===== src/ldp_pkg.sv =====
package ldp_pkg;

  // Register offsets
  localparam logic [7:0] REG_CTRL      = 8'h00;
  localparam logic [7:0] REG_FC_OUTER  = 8'h01;
  localparam logic [7:0] REG_FC_CENTER = 8'h02;
  localparam logic [7:0] REG_INDICATOR = 8'h03;
  localparam logic [7:0] REG_VOUT      = 8'h04;
  localparam logic [7:0] REG_STATUS    = 8'h05;
  localparam logic [7:0] REG_BATMON    = 8'h07;

  // Field positions
  localparam int CTRL_VM_EN_BIT   = 2;
  localparam int IND_LED_SEL_LSB  = 4;
  localparam int VOUT_TS_EN_BIT   = 4;
  localparam int BATMON_EN_BIT    = 3;
  localparam int STAT_WARN_BIT    = 0;
  localparam int STAT_HOT_BIT     = 1;
  localparam int STAT_FAIL_BIT    = 2;
  localparam int STAT_DIE_LSB     = 4;

  // Reset values
  localparam logic [7:0] RST_REG  = 8'h00;

  // Operating mode codes
  localparam logic [1:0] MODE_OFF   = 2'h0;
  localparam logic [1:0] MODE_VIDEO = 2'h1;
  localparam logic [1:0] MODE_FLASH = 2'h2;
  localparam logic [1:0] MODE_VOLT  = 2'h3;

  // Die status codes
  localparam logic [1:0] DIE_COOL = 2'h0;
  localparam logic [1:0] DIE_WARM = 2'h1;
  localparam logic [1:0] DIE_HOT  = 2'h2;
  localparam logic [1:0] DIE_TSD  = 2'h3;

  // Output voltage codes at or above this select the high limit
  localparam logic [3:0] OVP_HIGH_MIN_CODE = 4'h5;

  // Timing
  localparam int CLK_HZ         = 10_000_000;
  localparam int CLK_PERIOD_NS  = 100;
  localparam int PWM_FREQ_HZ    = 30_000;
  localparam int PWM_CYCLES     = CLK_HZ / PWM_FREQ_HZ;
  localparam int RAMP_UP_NS     = 12_000;
  localparam int RAMP_DOWN_NS   = 500;
  localparam int RAMP_UP_CYCLES = (RAMP_UP_NS + CLK_PERIOD_NS - 1) / CLK_PERIOD_NS;
  localparam int RAMP_DN_CYCLES = (RAMP_DOWN_NS + CLK_PERIOD_NS - 1) / CLK_PERIOD_NS;
  localparam int PWM_STEPS      = 16;

endpackage


===== src/ldp_sync.sv =====
`timescale 1ns/10ps
module ldp_sync #(
  parameter int W = 1
) (
  // Clock and reset
  input  wire logic         i_clk,
  input  wire logic         i_rst_b,
  // Asynchronous levels in, synchronised levels out
  input  wire logic [W-1:0] i_async,
  output logic      [W-1:0] o_sync
);

  logic [W-1:0] meta;

  // Two flops per bit; the first is read only by the second
  for (genvar b = 0; b < W; b++) begin : g_bit
    always_ff @(posedge i_clk or negedge i_rst_b) begin
      if (!i_rst_b) begin
        meta[b]   <= 1'b0;
        o_sync[b] <= 1'b0;
      end else begin
        meta[b]   <= i_async[b];
        o_sync[b] <= meta[b];
      end
    end
  end

endmodule


===== src/ldp_ctrl.sv =====
`timescale 1ns/10ps
module ldp_ctrl
  import ldp_pkg::*;
(
  // Clock and reset
  input  wire logic       i_clk,
  input  wire logic       i_rst_b,
  // Register port
  input  wire logic [7:0] i_reg_addr,
  input  wire logic       i_reg_wr,
  input  wire logic [7:0] i_reg_wdata,
  input  wire logic       i_reg_rd,
  output logic      [7:0] o_reg_rdata,
  // Comparator and pin inputs
  input  wire logic       i_ts_below_warn,
  input  wire logic       i_ts_below_hot,
  input  wire logic       i_led_short,
  input  wire logic       i_ovp_clamp,
  input  wire logic       i_batt_droop,
  input  wire logic       i_uvlo,
  input  wire logic       i_die_warm,
  input  wire logic       i_die_hot,
  input  wire logic       i_die_tsd,
  input  wire logic       i_tx_mask,
  // Power stage and sink controls
  output logic            o_switch_en,
  output logic            o_rect_en,
  output logic      [2:0] o_led_sink_en,
  output logic      [4:0] o_current_outer,
  output logic      [5:0] o_current_center,
  output logic            o_ovp_high,
  output logic            o_safety_timeout_en,
  output logic            o_ts_bias_en,
  // Battery droop monitor controls
  output logic            o_batt_sample,
  output logic            o_droop_mon_en,
  output logic      [2:0] o_droop_tolerance
);

  localparam int NSYNC = 10;

  // Control registers
  logic [1:0] mode;
  logic       voltage_mode_enable;
  logic [4:0] flash_current_outer;
  logic [5:0] flash_current_center;
  logic [3:0] indicator_level;
  logic [2:0] led_select;
  logic [3:0] output_voltage_code;
  logic       thermistor_enable;
  logic [2:0] droop_tolerance;
  logic       battery_monitor_enable;
  // Status
  logic       led_temp_warning;
  logic       led_overheat;
  logic       led_failure_flag;
  logic [1:0] die_temp_status;
  // Internal
  logic [NSYNC-1:0] s_in;
  logic       s_ts_warn, s_ts_hot, s_short, s_ovp, s_droop;
  logic       s_uvlo, s_warm, s_hot, s_tsd, s_tx;
  logic       tsd_q, flash_q, ramp_hold;
  logic [8:0] pwm_cnt;
  logic [6:0] up_cnt;
  logic [2:0] dn_cnt;
  logic       up_tick, dn_tick;
  logic       wr_ctrl, rd_status;
  logic       shutdown, regulating, volt_op, dimming, ts_active, flash;
  logic       tsd_rise, hot_evt, pwm_on, power_ok, droop_mon;
  logic [1:0] live_die;
  logic [5:0] cur [0:1];
  logic [5:0] tgt [0:1];

  // Comparator results cross into the clock domain first
  ldp_sync #(.W(NSYNC)) u_sync (
    .i_clk   (i_clk),
    .i_rst_b (i_rst_b),
    .i_async ({i_ts_below_warn, i_ts_below_hot, i_led_short, i_ovp_clamp,
               i_batt_droop, i_uvlo, i_die_warm, i_die_hot, i_die_tsd,
               i_tx_mask}),
    .o_sync  (s_in)
  );
  assign {s_ts_warn, s_ts_hot, s_short, s_ovp, s_droop,
          s_uvlo, s_warm, s_hot, s_tsd, s_tx} = s_in;

  // Decoded conditions
  assign wr_ctrl    = i_reg_wr && (i_reg_addr == REG_CTRL);
  assign rd_status  = i_reg_rd && (i_reg_addr == REG_STATUS);
  assign volt_op    = (mode == MODE_VOLT) || voltage_mode_enable;
  assign shutdown   = (mode == MODE_OFF) && !voltage_mode_enable;
  assign regulating = (mode == MODE_VIDEO) || (mode == MODE_FLASH);
  assign flash      = (mode == MODE_FLASH);
  assign dimming    = (mode == MODE_VIDEO) && voltage_mode_enable;
  assign ts_active  = regulating || ((mode == MODE_VOLT) && thermistor_enable);
  assign tsd_rise   = s_tsd && !tsd_q;
  assign hot_evt    = ts_active && regulating && s_ts_hot;
  assign power_ok   = !shutdown && !s_uvlo && !s_tsd;
  assign droop_mon  = battery_monitor_enable && !s_tx && flash;
  assign live_die   = s_hot ? DIE_HOT : (s_warm ? DIE_WARM : DIE_COOL);

  // Duty compare scales the counter by the step count, no divider needed
  assign pwm_on = ({4'h0, pwm_cnt} * 13'(PWM_STEPS)) <
                  (13'(indicator_level) * 13'(PWM_CYCLES));

  // Mode field: hardware suspension wins over a software write
  always_ff @(posedge i_clk or negedge i_rst_b) begin
    if (!i_rst_b) begin
      mode <= MODE_OFF;
    end else if (hot_evt) begin
      mode <= MODE_OFF;
    end else if (tsd_rise && !volt_op) begin
      mode <= MODE_OFF;
    end else if (wr_ctrl) begin
      mode <= i_reg_wdata[1:0];
    end
  end

  // Plain software-owned registers
  always_ff @(posedge i_clk or negedge i_rst_b) begin
    if (!i_rst_b) begin
      voltage_mode_enable    <= 1'b0;
      flash_current_outer    <= RST_REG[4:0];
      flash_current_center   <= RST_REG[5:0];
      indicator_level        <= RST_REG[3:0];
      led_select             <= RST_REG[2:0];
      output_voltage_code    <= RST_REG[3:0];
      thermistor_enable      <= 1'b0;
      droop_tolerance        <= RST_REG[2:0];
      battery_monitor_enable <= 1'b0;
    end else if (i_reg_wr) begin
      case (i_reg_addr)
        REG_CTRL: begin
          voltage_mode_enable <= i_reg_wdata[CTRL_VM_EN_BIT];
        end
        REG_FC_OUTER: begin
          flash_current_outer <= i_reg_wdata[4:0];
        end
        REG_FC_CENTER: begin
          flash_current_center <= i_reg_wdata[5:0];
        end
        REG_INDICATOR: begin
          indicator_level <= i_reg_wdata[3:0];
          led_select      <= i_reg_wdata[IND_LED_SEL_LSB +: 3];
        end
        REG_VOUT: begin
          output_voltage_code <= i_reg_wdata[3:0];
          thermistor_enable   <= i_reg_wdata[VOUT_TS_EN_BIT];
        end
        REG_BATMON: begin
          droop_tolerance        <= i_reg_wdata[2:0];
          battery_monitor_enable <= i_reg_wdata[BATMON_EN_BIT];
        end
        default: begin
        end
      endcase
    end
  end

  // Read data; status read clears sticky bits in the block below
  always_ff @(posedge i_clk or negedge i_rst_b) begin
    if (!i_rst_b) begin
      o_reg_rdata <= 8'h00;
    end else if (i_reg_rd) begin
      case (i_reg_addr)
        REG_CTRL:      o_reg_rdata <= {5'h00, voltage_mode_enable, mode};
        REG_FC_OUTER:  o_reg_rdata <= {3'h0, flash_current_outer};
        REG_FC_CENTER: o_reg_rdata <= {2'h0, flash_current_center};
        REG_INDICATOR: o_reg_rdata <= {1'b0, led_select, indicator_level};
        REG_VOUT:      o_reg_rdata <= {3'h0, thermistor_enable, output_voltage_code};
        REG_STATUS:    o_reg_rdata <= {2'h0, die_temp_status, 1'b0, led_failure_flag,
                                       led_overheat, led_temp_warning};
        REG_BATMON:    o_reg_rdata <= {4'h0, battery_monitor_enable, droop_tolerance};
        default:       o_reg_rdata <= 8'h00;
      endcase
    end
  end

  // LED temperature flags; warning is live, overheat sticky until read
  always_ff @(posedge i_clk or negedge i_rst_b) begin
    if (!i_rst_b) begin
      led_temp_warning <= 1'b0;
      led_overheat     <= 1'b0;
    end else begin
      led_temp_warning <= ts_active && s_ts_warn;
      if (hot_evt) begin
        led_overheat <= 1'b1;
      end else if (rd_status) begin
        led_overheat <= 1'b0;
      end
    end
  end

  // Open or short LED failure, sticky; a new fault beats the read clear
  always_ff @(posedge i_clk or negedge i_rst_b) begin
    if (!i_rst_b) begin
      led_failure_flag <= 1'b0;
    end else if (!shutdown && s_ovp) begin
      led_failure_flag <= 1'b1;
    end else if (regulating && s_short) begin
      led_failure_flag <= 1'b1;
    end else if (rd_status) begin
      led_failure_flag <= 1'b0;
    end
  end

  // Die status: thermal trip holds 11 until read, else tracks live code while not shut down
  always_ff @(posedge i_clk or negedge i_rst_b) begin
    if (!i_rst_b) begin
      die_temp_status <= DIE_COOL;
      tsd_q           <= 1'b0;
    end else begin
      tsd_q <= s_tsd;
      if (tsd_rise || hot_evt) begin
        die_temp_status <= DIE_TSD;
      end else if (die_temp_status == DIE_TSD) begin
        if (rd_status) begin
          die_temp_status <= shutdown ? DIE_COOL : live_die;
        end
      end else if (!shutdown) begin
        die_temp_status <= live_die;
      end
    end
  end

  // PWM period counter, free running off the core clock
  always_ff @(posedge i_clk or negedge i_rst_b) begin
    if (!i_rst_b) begin
      pwm_cnt <= 9'h000;
    end else if (pwm_cnt == 9'(PWM_CYCLES - 1)) begin
      pwm_cnt <= 9'h000;
    end else begin
      pwm_cnt <= pwm_cnt + 9'h001;
    end
  end

  // Ramp step enables: one pulse per step interval
  always_ff @(posedge i_clk or negedge i_rst_b) begin
    if (!i_rst_b) begin
      up_cnt  <= 7'h00;
      dn_cnt  <= 3'h0;
      up_tick <= 1'b0;
      dn_tick <= 1'b0;
    end else begin
      up_tick <= (up_cnt == 7'(RAMP_UP_CYCLES - 1));
      dn_tick <= (dn_cnt == 3'(RAMP_DN_CYCLES - 1));
      up_cnt  <= (up_cnt == 7'(RAMP_UP_CYCLES - 1)) ? 7'h00 : up_cnt + 7'h01;
      dn_cnt  <= (dn_cnt == 3'(RAMP_DN_CYCLES - 1)) ? 3'h0 : dn_cnt + 3'h1;
    end
  end

  // Flash start detect, battery sample pulse and droop hold
  always_ff @(posedge i_clk or negedge i_rst_b) begin
    if (!i_rst_b) begin
      flash_q       <= 1'b0;
      o_batt_sample <= 1'b0;
      ramp_hold     <= 1'b0;
    end else begin
      flash_q       <= flash;
      o_batt_sample <= flash && !flash_q && battery_monitor_enable;
      if (!flash || !flash_q) begin
        ramp_hold <= 1'b0;
      end else if (droop_mon && s_droop) begin
        ramp_hold <= 1'b1;
      end
    end
  end

  // Targets drop to zero whenever the stage may not drive the LEDs
  assign tgt[0] = (regulating && power_ok) ? {1'b0, flash_current_outer} : 6'h00;
  assign tgt[1] = (regulating && power_ok) ? flash_current_center : 6'h00;

  // One step of 25 mA per LSB; up is held by droop, down never is
  for (genvar c = 0; c < 2; c++) begin : g_ramp
    always_ff @(posedge i_clk or negedge i_rst_b) begin
      if (!i_rst_b) begin
        cur[c] <= 6'h00;
      end else if (!power_ok) begin
        cur[c] <= 6'h00;
      end else if ((cur[c] < tgt[c]) && up_tick && !ramp_hold) begin
        cur[c] <= cur[c] + 6'h01;
      end else if ((cur[c] > tgt[c]) && dn_tick) begin
        cur[c] <= cur[c] - 6'h01;
      end
    end
  end
  assign o_current_outer  = cur[0][4:0];
  assign o_current_center = cur[1];

  // Registered drive outputs
  always_ff @(posedge i_clk or negedge i_rst_b) begin
    if (!i_rst_b) begin
      o_switch_en         <= 1'b0;
      o_rect_en           <= 1'b0;
      o_led_sink_en       <= 3'h0;
      o_ovp_high          <= 1'b0;
      o_safety_timeout_en <= 1'b0;
      o_ts_bias_en        <= 1'b0;
      o_droop_mon_en      <= 1'b0;
      o_droop_tolerance   <= 3'h0;
    end else begin
      o_switch_en         <= power_ok;
      o_rect_en           <= power_ok;
      o_led_sink_en       <= {3{regulating && power_ok && (!dimming || pwm_on)}}
                             & led_select;
      o_ovp_high          <= (output_voltage_code >= OVP_HIGH_MIN_CODE);
      o_safety_timeout_en <= (mode == MODE_VIDEO) && !dimming;
      o_ts_bias_en        <= ts_active;
      o_droop_mon_en      <= droop_mon;
      o_droop_tolerance   <= droop_tolerance;
    end
  end

endmodule


===== config.mk =====
export PLATFORM = sky130hd
export DESIGN_NAME = ldp_ctrl
export DESIGN_NICKNAME = d
export VERILOG_FILES = /design/src/ldp_pkg.sv /design/src/ldp_sync.sv /design/src/ldp_ctrl.sv
export SDC_FILE = /design/constraint.sdc
export NUM_CORES = 1
export LEC_CHECK = 0
export ABC_CLOCK_PERIOD_IN_PS = 5000
export BUFFER_PORTS_ARGS = -buffer_cell sky130_fd_sc_hd__buf_4
export CAP_MARGIN = 0
export CORE_MARGIN = 5
export CORE_UTILIZATION = 59
export CTS_CLUSTER_DIAMETER = 30
export DETAILED_ROUTE_END_ITERATION = 12
export PLACE_DENSITY = 0.8
export REMOVE_ABC_BUFFERS = 1
export SYNTH_ARGS = -nofsm -noshare
export SYNTH_HDL_FRONTEND = slang
export SYNTH_SLANG_ARGS = --single-unit

===== constraint.sdc =====
create_clock -name i_clk -period 5 [get_ports i_clk]
set_input_delay 0.5 -clock i_clk [delete_from_list [all_inputs] [get_ports i_clk]]
set_output_delay 0.5 -clock i_clk [all_outputs]
set_load 0.02 [all_outputs]

## Word-level counts from Yosys, hierarchy flattened

Index checks and enable logic that the tools add are counted.

- Register bits after elaboration: 111
- Output and inout bits: 32
- Logic and storage cells: 171
- Input bits: 30

- Multipliers: 1
- $add $sub $neg: 7
- Bitwise gates (word level): 1
- Reductions and logical operators: 58
- Magnitude comparators: 6
- Mux-type cells: 28
- Equality and inequality tests: 17

Operators with widths:

| cell | count |
|---|---|
| case mux 7 bit (7 select lines) | 1 |
| 2-to-1 mux 6 bit | 7 |
| logical AND 1 bit | 28 |
| == test 8 x 3 -> 1 bit, second input constant | 3 |
| 2-to-1 mux 2 bit | 9 |
| == test 8 x 2 -> 1 bit, second input constant | 2 |
| AND reduction 2 bit | 7 |
| < comparator 13 bit | 1 |
| multiplier 4 x 9 -> 13 bit, second input constant | 1 |
| adder 6 x 1 -> 6 bit, second input constant | 2 |
| subtractor 6 x 1 -> 6 bit, second input constant | 2 |
| logical NOT 1 bit | 11 |
| adder 9 x 1 -> 9 bit, second input constant | 1 |
| == test 9 bit, second input constant | 1 |
| 2-to-1 mux 9 bit | 1 |
| inequality test 3 x 1 -> 1 bit, second input constant | 3 |
| == test 8 x 1 -> 1 bit, second input constant | 1 |
| logical NOT 8 bit | 1 |
| adder 7 x 1 -> 7 bit, second input constant | 1 |
| == test 7 bit, second input constant | 1 |
| 2-to-1 mux 1 bit | 7 |
| 2-to-1 mux 7 bit | 1 |
| == test 2 bit, second input constant | 3 |
| > comparator 6 x 5 -> 1 bit | 1 |
| other kinds (15) | 22 |

## Depth between registers and ports, before layout

- Depth in word-level cells: 12
- Depth in mapped cells: 18
- Gate-level depth less buffers: 16

## Hierarchy

A second synthesis with hierarchy kept.

- Cells, all modules: 537
- Area total of the unflattened synthesis: 5846.9 µm²

Modules (own cells, without submodules):

| module | seq. area each (µm²) | instances | cells an instance | area an instance (µm²) |
|---|---|---|---|---|
| ldp_ctrl | 2252.2 | 1 | 517 | 5346.4 |
| ldp_sync | 500.5 | 1 | 20 | 500.5 |

## Worst setup path before layout

Ideal clock, no wire load.

- Path type: register to register
- Start point: register mode[0]
- End point: register cur, in the netlist o_current_center[5]
- Setup time: 0.079 ns
- Slack: 1.125 ns
- Buffers on the path: 2
- Period minus slack after synthesis: 3.875 ns
- Cell stages (with the launch flop): 18
- Required time: 4.921 ns
- Arrival time: 3.796 ns
- Cells stage by stage: dfrtp_1 > inv_1 > ha_1 > nor2b_1 > nor3_1 > clkbuf_1 > nand2_1 > ha_1 > a21oi_2 > a21boi_2 > or4_4 > buf_6 > ha_1 > a21oi_1 > nor2_1 > a2111oi_4 > mux2i_1 > mux2i_1

- Word-level cells in the longest chain between the ends: 12
- Elaborated cells between the ends (all ways): 18
- Classes of those cells: order compare (2); eq/ne (3); mux (3); reduce/logical (10)

RTL lines:

| what | line | text |
|---|---|---|
| from (decl) | ldp_ctrl.sv:43 | `logic [1:0] mode;` |
| from (signal assigned) | ldp_ctrl.sv:114 | `mode <= i_reg_wdata[1:0];` |
| logical NOT 2 bit | ldp_ctrl.sv:90 | `assign shutdown = (mode == MODE_OFF) && !voltage_mode_enable;` |
| logical AND 1 bit | ldp_ctrl.sv:90 |  |
| logical NOT 1 bit | - |  |
| logical AND 1 bit (2 in a row) | ldp_ctrl.sv:97 | `assign power_ok = !shutdown && !s_uvlo && !s_tsd;` |
| logical AND 1 bit | ldp_ctrl.sv:270 | `assign tgt[1] = (regulating && power_ok) ? flash_current_center : 6'h00;` |
| 2-to-1 mux 6 bit | ldp_ctrl.sv:270 |  |
| < comparator 6 bit | ldp_ctrl.sv:279 | `end else if ((cur[c] < tgt[c]) && up_tick && !ramp_hold) begin` |
| logical AND 1 bit (2 in a row) | ldp_ctrl.sv:279 |  |
| 2-to-1 mux 6 bit | ldp_ctrl.sv:279 |  |
| 2-to-1 mux 6 bit | ldp_ctrl.sv:277 | `end else if (!power_ok) begin` |
| to (signal, indexed assignment) | ldp_ctrl.sv:280 | `cur[c] <= cur[c] + 6'h01;` |
| to (signal, indexed assignment) | ldp_ctrl.sv:282 | `cur[c] <= cur[c] - 6'h01;` |
| to (decl) | ldp_ctrl.sv:71 | `logic [5:0] cur [0:1];` |

Parallel ways exist; a longest one is shown, timed or not.
A chain may end at the register's enable or synchronous reset.

## Final worst setup path

- Start point: register mode[1]
- End point: register cur, in the netlist o_current_center[5]

Same word-level chain as after synthesis.

==> summary.txt <==
Timing
  • Final setup viols: 0
  • RSZ-0062 raised after global routing: no
  • Fin. Hold Viols: 0
  • Setup TNS: 0 ns
  • Fmax achieved: 243 MHz
  • Worst Tran Pin Value: 0.954 ns
  • Relative slew slack: 36.4%
  • Fin crit share: 82.3%
  • Worst clock skew: 0.0130 ns
  • Max Slew Vio Count: 0
  • Final Critical Period: 4.11 ns
  • Final Hold Slack: 0.193 ns

Synth
  • Top cell type's share of synthesized area: 46.2%
  • Synth cell count leaders: dfrtp_1 (110), ha_1 (54), nand2_1 (42)
  • Cells after Synth: 544
  • Most common cell in the synthesized netlist: dfrtp_1
  • Yosys cell types: 71
  • Yosys reg bits: 110
  • Mean post-synth cell area: 11.0 um^2
  • Post-synth ARST share: 100%
  • Yosys top cell by area: dfrtp_1
  • Synth area leaders: dfrtp_1 (46%), ha_1 (11%), mux2_1 (6.0%)
  • Synthesized area: 5960 um^2
  • Post-synth EDFFs: 0
  • Synth warnings: 0
  • Sequential fraction of the synthesis area: 46.2%
  • Synth Flop Type: dfrtp_1

Critical path
  • Slowest cell on crit path: or4_4
  • CP delay by family, top: simple AND/OR/NAND/NOR gates
  • CP peak stage delay: 0.60 ns
  • Arrival @ worst endpoint: 4.43 ns
  • Crit path kind: flop to flop
  • R2R Path Start: mode[1]$_DFFE_PN0P_
  • Crit path top cell by count: ha_1
  • Critical-path cell list: inv_1 > ha_1 > nor2b_1 > nor3_1 > buf_4 > nand2_1 > ha_1 > a21oi_2 > a21boi_2 > or4_4 > ha_1 > a21oi_1 > nor2_1 > a2111oi_4 > mux2i_1 > mux2i_1
  • Worst r2r dst: o_current_center[5]$_DFFE_PN0P_
  • Crit path buffers/inverters: 2
  • Reg2Reg Setup Slack: 0.89 ns
  • CP required: 5.31 ns
  • CP Capture Type: flop
  • CP Max Fanout: 12
  • CP startpoint kind: flop
  • R2r worst-path depth: 16

Finish
  • Synth-to-Final Area Change: 10.7%
  • Antenna diodes: 0
  • Ratio of cells with drive above 1 in the final layout: 16.5%
  • Nets: 676
  • Fillers: 764
  • Design Area, Final: 6600 um^2
  • Final core occ: 67.2%

CTS
  • Clk_lat worst skew: 0.38 ns
  • Setup Buffers After CTS: 0
  • # resized after CTS: 0
  • CTS tree: yes
  • TritonCTS Buffers: 9
  • CTS Hold Bufs: 0
  • Sink Count: 110
  • Clock transition at path regs: 0.11 ns
  • Max Root-Sink Buffers: 2
  • H-tree levels: 3
  • CTS Root Cell: clkbuf_8

Floorplan
  • Starting Density: 60.7%
  • Rows: 36
  • Chip height: 111 um
  • Ports: 62
  • Chip Width: 111 um
  • CORE AREA: 9820 um^2
  • Die Area: 12200 um^2

Power
  • IR drop worst, VDD: 0.180 mV
  • Pwr dens: 239 nW/um^2
  • Cell leakage power: 3.25 nW

GRT
  • Grt total ovfl: 0
  • Largest net degree at the start of global routing: 66
  • GRT Resource Usage Total: 21.2%
  • First-pass GRT wire length: 21400 um
  • Antenna violations before repair: 0
  • Vias in the first global route: 4377

Routing
  • DRC viols: 0
  • Vias per cell: 5.88
  • Vias: 4272
  • Initial DRC count: 271
  • Drt total wl: 12500 um
  • Initial DRT Pass Iterations: 7
  • Antenna Nets Post-Route: 0
  • Wire per inst: 17.2 um

Worst hold path
  • Hold Path Class: input pin to async pin

Placed design
  • Post-DP Area: 6410 um^2
  • DP HPWL: 9410 um
  • RePlAce Congestion: 0.856
  • # port buffers: 59

Status
  • Status: finished clean

Job
  • # Max-Cap Violations: 0
[flip-flops by register name, summed over array words and instances (netlist names), 2 cells and up]
name and count:
die_temp_status 2, dn_cnt 3, droop_tolerance 3, flash_current_center 6, flash_current_outer 5, indicator_level 4, led_select 3, mode 2
o_current_center 6, o_current_outer 5, o_droop_tolerance 3, o_led_sink_en 3, o_reg_rdata 7, output_voltage_code 4, pwm_cnt 9, u_sync.meta 10
u_sync.o_sync 10, up_cnt 7
[layer usage]
layer | up-vias | GRT usage, % | share of wire, %
met3 | 35 | 4.54 | 6.0
met2 | 154 | 34.5 | 47
met1 | 2065 | 28.1 | 44
met5 | - | 0 | 0
met4 | 0 | 7.31 | 2.5
li1 | 2018 | - | -
[metrics by stage]
stage	total power [mW]	worst slack (ns)	instances
floorplan	1.01	0.958	517
global placement	1.07	1.03	711
detailed placement	1.08	0.944	711
CTS	1.59	0.925	727
global route	1.64	0.575	727
finish	1.58	0.887	727
[cell usage in the layout, fill, tap and decap left out, types with 3 or more instances in the layout]
cell type / netlist / final
and2_1: 8 / 8
nand4_1: 10 / 10
a21o_1: 7 / 7
dfrtp_1: 110 / 110
mux2i_1: 3 / 3
buf_4: 13 / 61
xnor2_1: 8 / 8
nand2_1: 42 / 42
a21oi_1: 23 / 23
a211o_1: 3 / 3
nor2b_1: 7 / 7
nor3_1: 6 / 6
o21ai_1: 10 / 10
and3_1: 6 / 6
nor2_1: 25 / 25
o21ai_0: 8 / 8
o22ai_1: 6 / 6
a31oi_1: 7 / 7
ha_1: 54 / 54
nand3_1: 22 / 22
a211oi_1: 3 / 3
nand2b_1: 9 / 9
clkbuf_8: 0 / 9
mux2_2: 3 / 3
inv_1: 33 / 33
and4_1: 3 / 3
nor3b_1: 4 / 4
or2_1: 3 / 3
mux2_1: 32 / 32
xor2_1: 12 / 12
fa_1: 3 / 3
[cell families after synthesis]
| family | after synthesis | share of synthesized area (%) |
|---|---|---|
| compound gates | 91 | 10.4 |
| xor+xnor | 20 | 2.94 |
| fa+ha+maj | 57 | 12.3 |
| buf+inv | 62 | 5.33 |
| flops | 110 | 46.2 |
| mux | 40 | 7.87 |
| other cells | 1 | 0.0629 |
| simple gates | 163 | 14.9 |
[power breakdown]
group / leakage, nW / switching, mW / internal, mW
Combinational: 1.73 / 0.0750 / 0.0538
Sequential: 1.43 / 0.0189 / 0.915
Clock: 0.0903 / 0.324 / 0.193
[cell type report]
type	count	area, um^2	area share [%]
inverter	35	144	2.18
tap	133	166	2.52
sequential	110	2750	41.7
multi-input combinational	372	2890	43.8
timing repair buffer	61	458	6.94
clock inverter	7	63.8	0.966
clock buffer	9	124	1.88
[worst max-delay path by stage]
stage,slack (ns),depth (start not counted),start,to
2_1_floorplan,0.96,15,mode[0]$_DFFE_PN0P_,o_current_center[5]$_DFFE_PN0P_
3_3_place_gp,1.03,16,mode[0]$_DFFE_PN0P_,o_current_center[5]$_DFFE_PN0P_
3_5_place_dp,0.94,16,mode[1]$_DFFE_PN0P_,o_current_center[5]$_DFFE_PN0P_
4_1_cts,0.93,16,mode[1]$_DFFE_PN0P_,o_current_center[5]$_DFFE_PN0P_
5_1_grt,0.57,16,mode[1]$_DFFE_PN0P_,o_current_center[5]$_DFFE_PN0P_
6_report,0.89,16,mode[1]$_DFFE_PN0P_,o_current_center[5]$_DFFE_PN0P_
No activity file was read; power rests on OpenSTA's default activity.
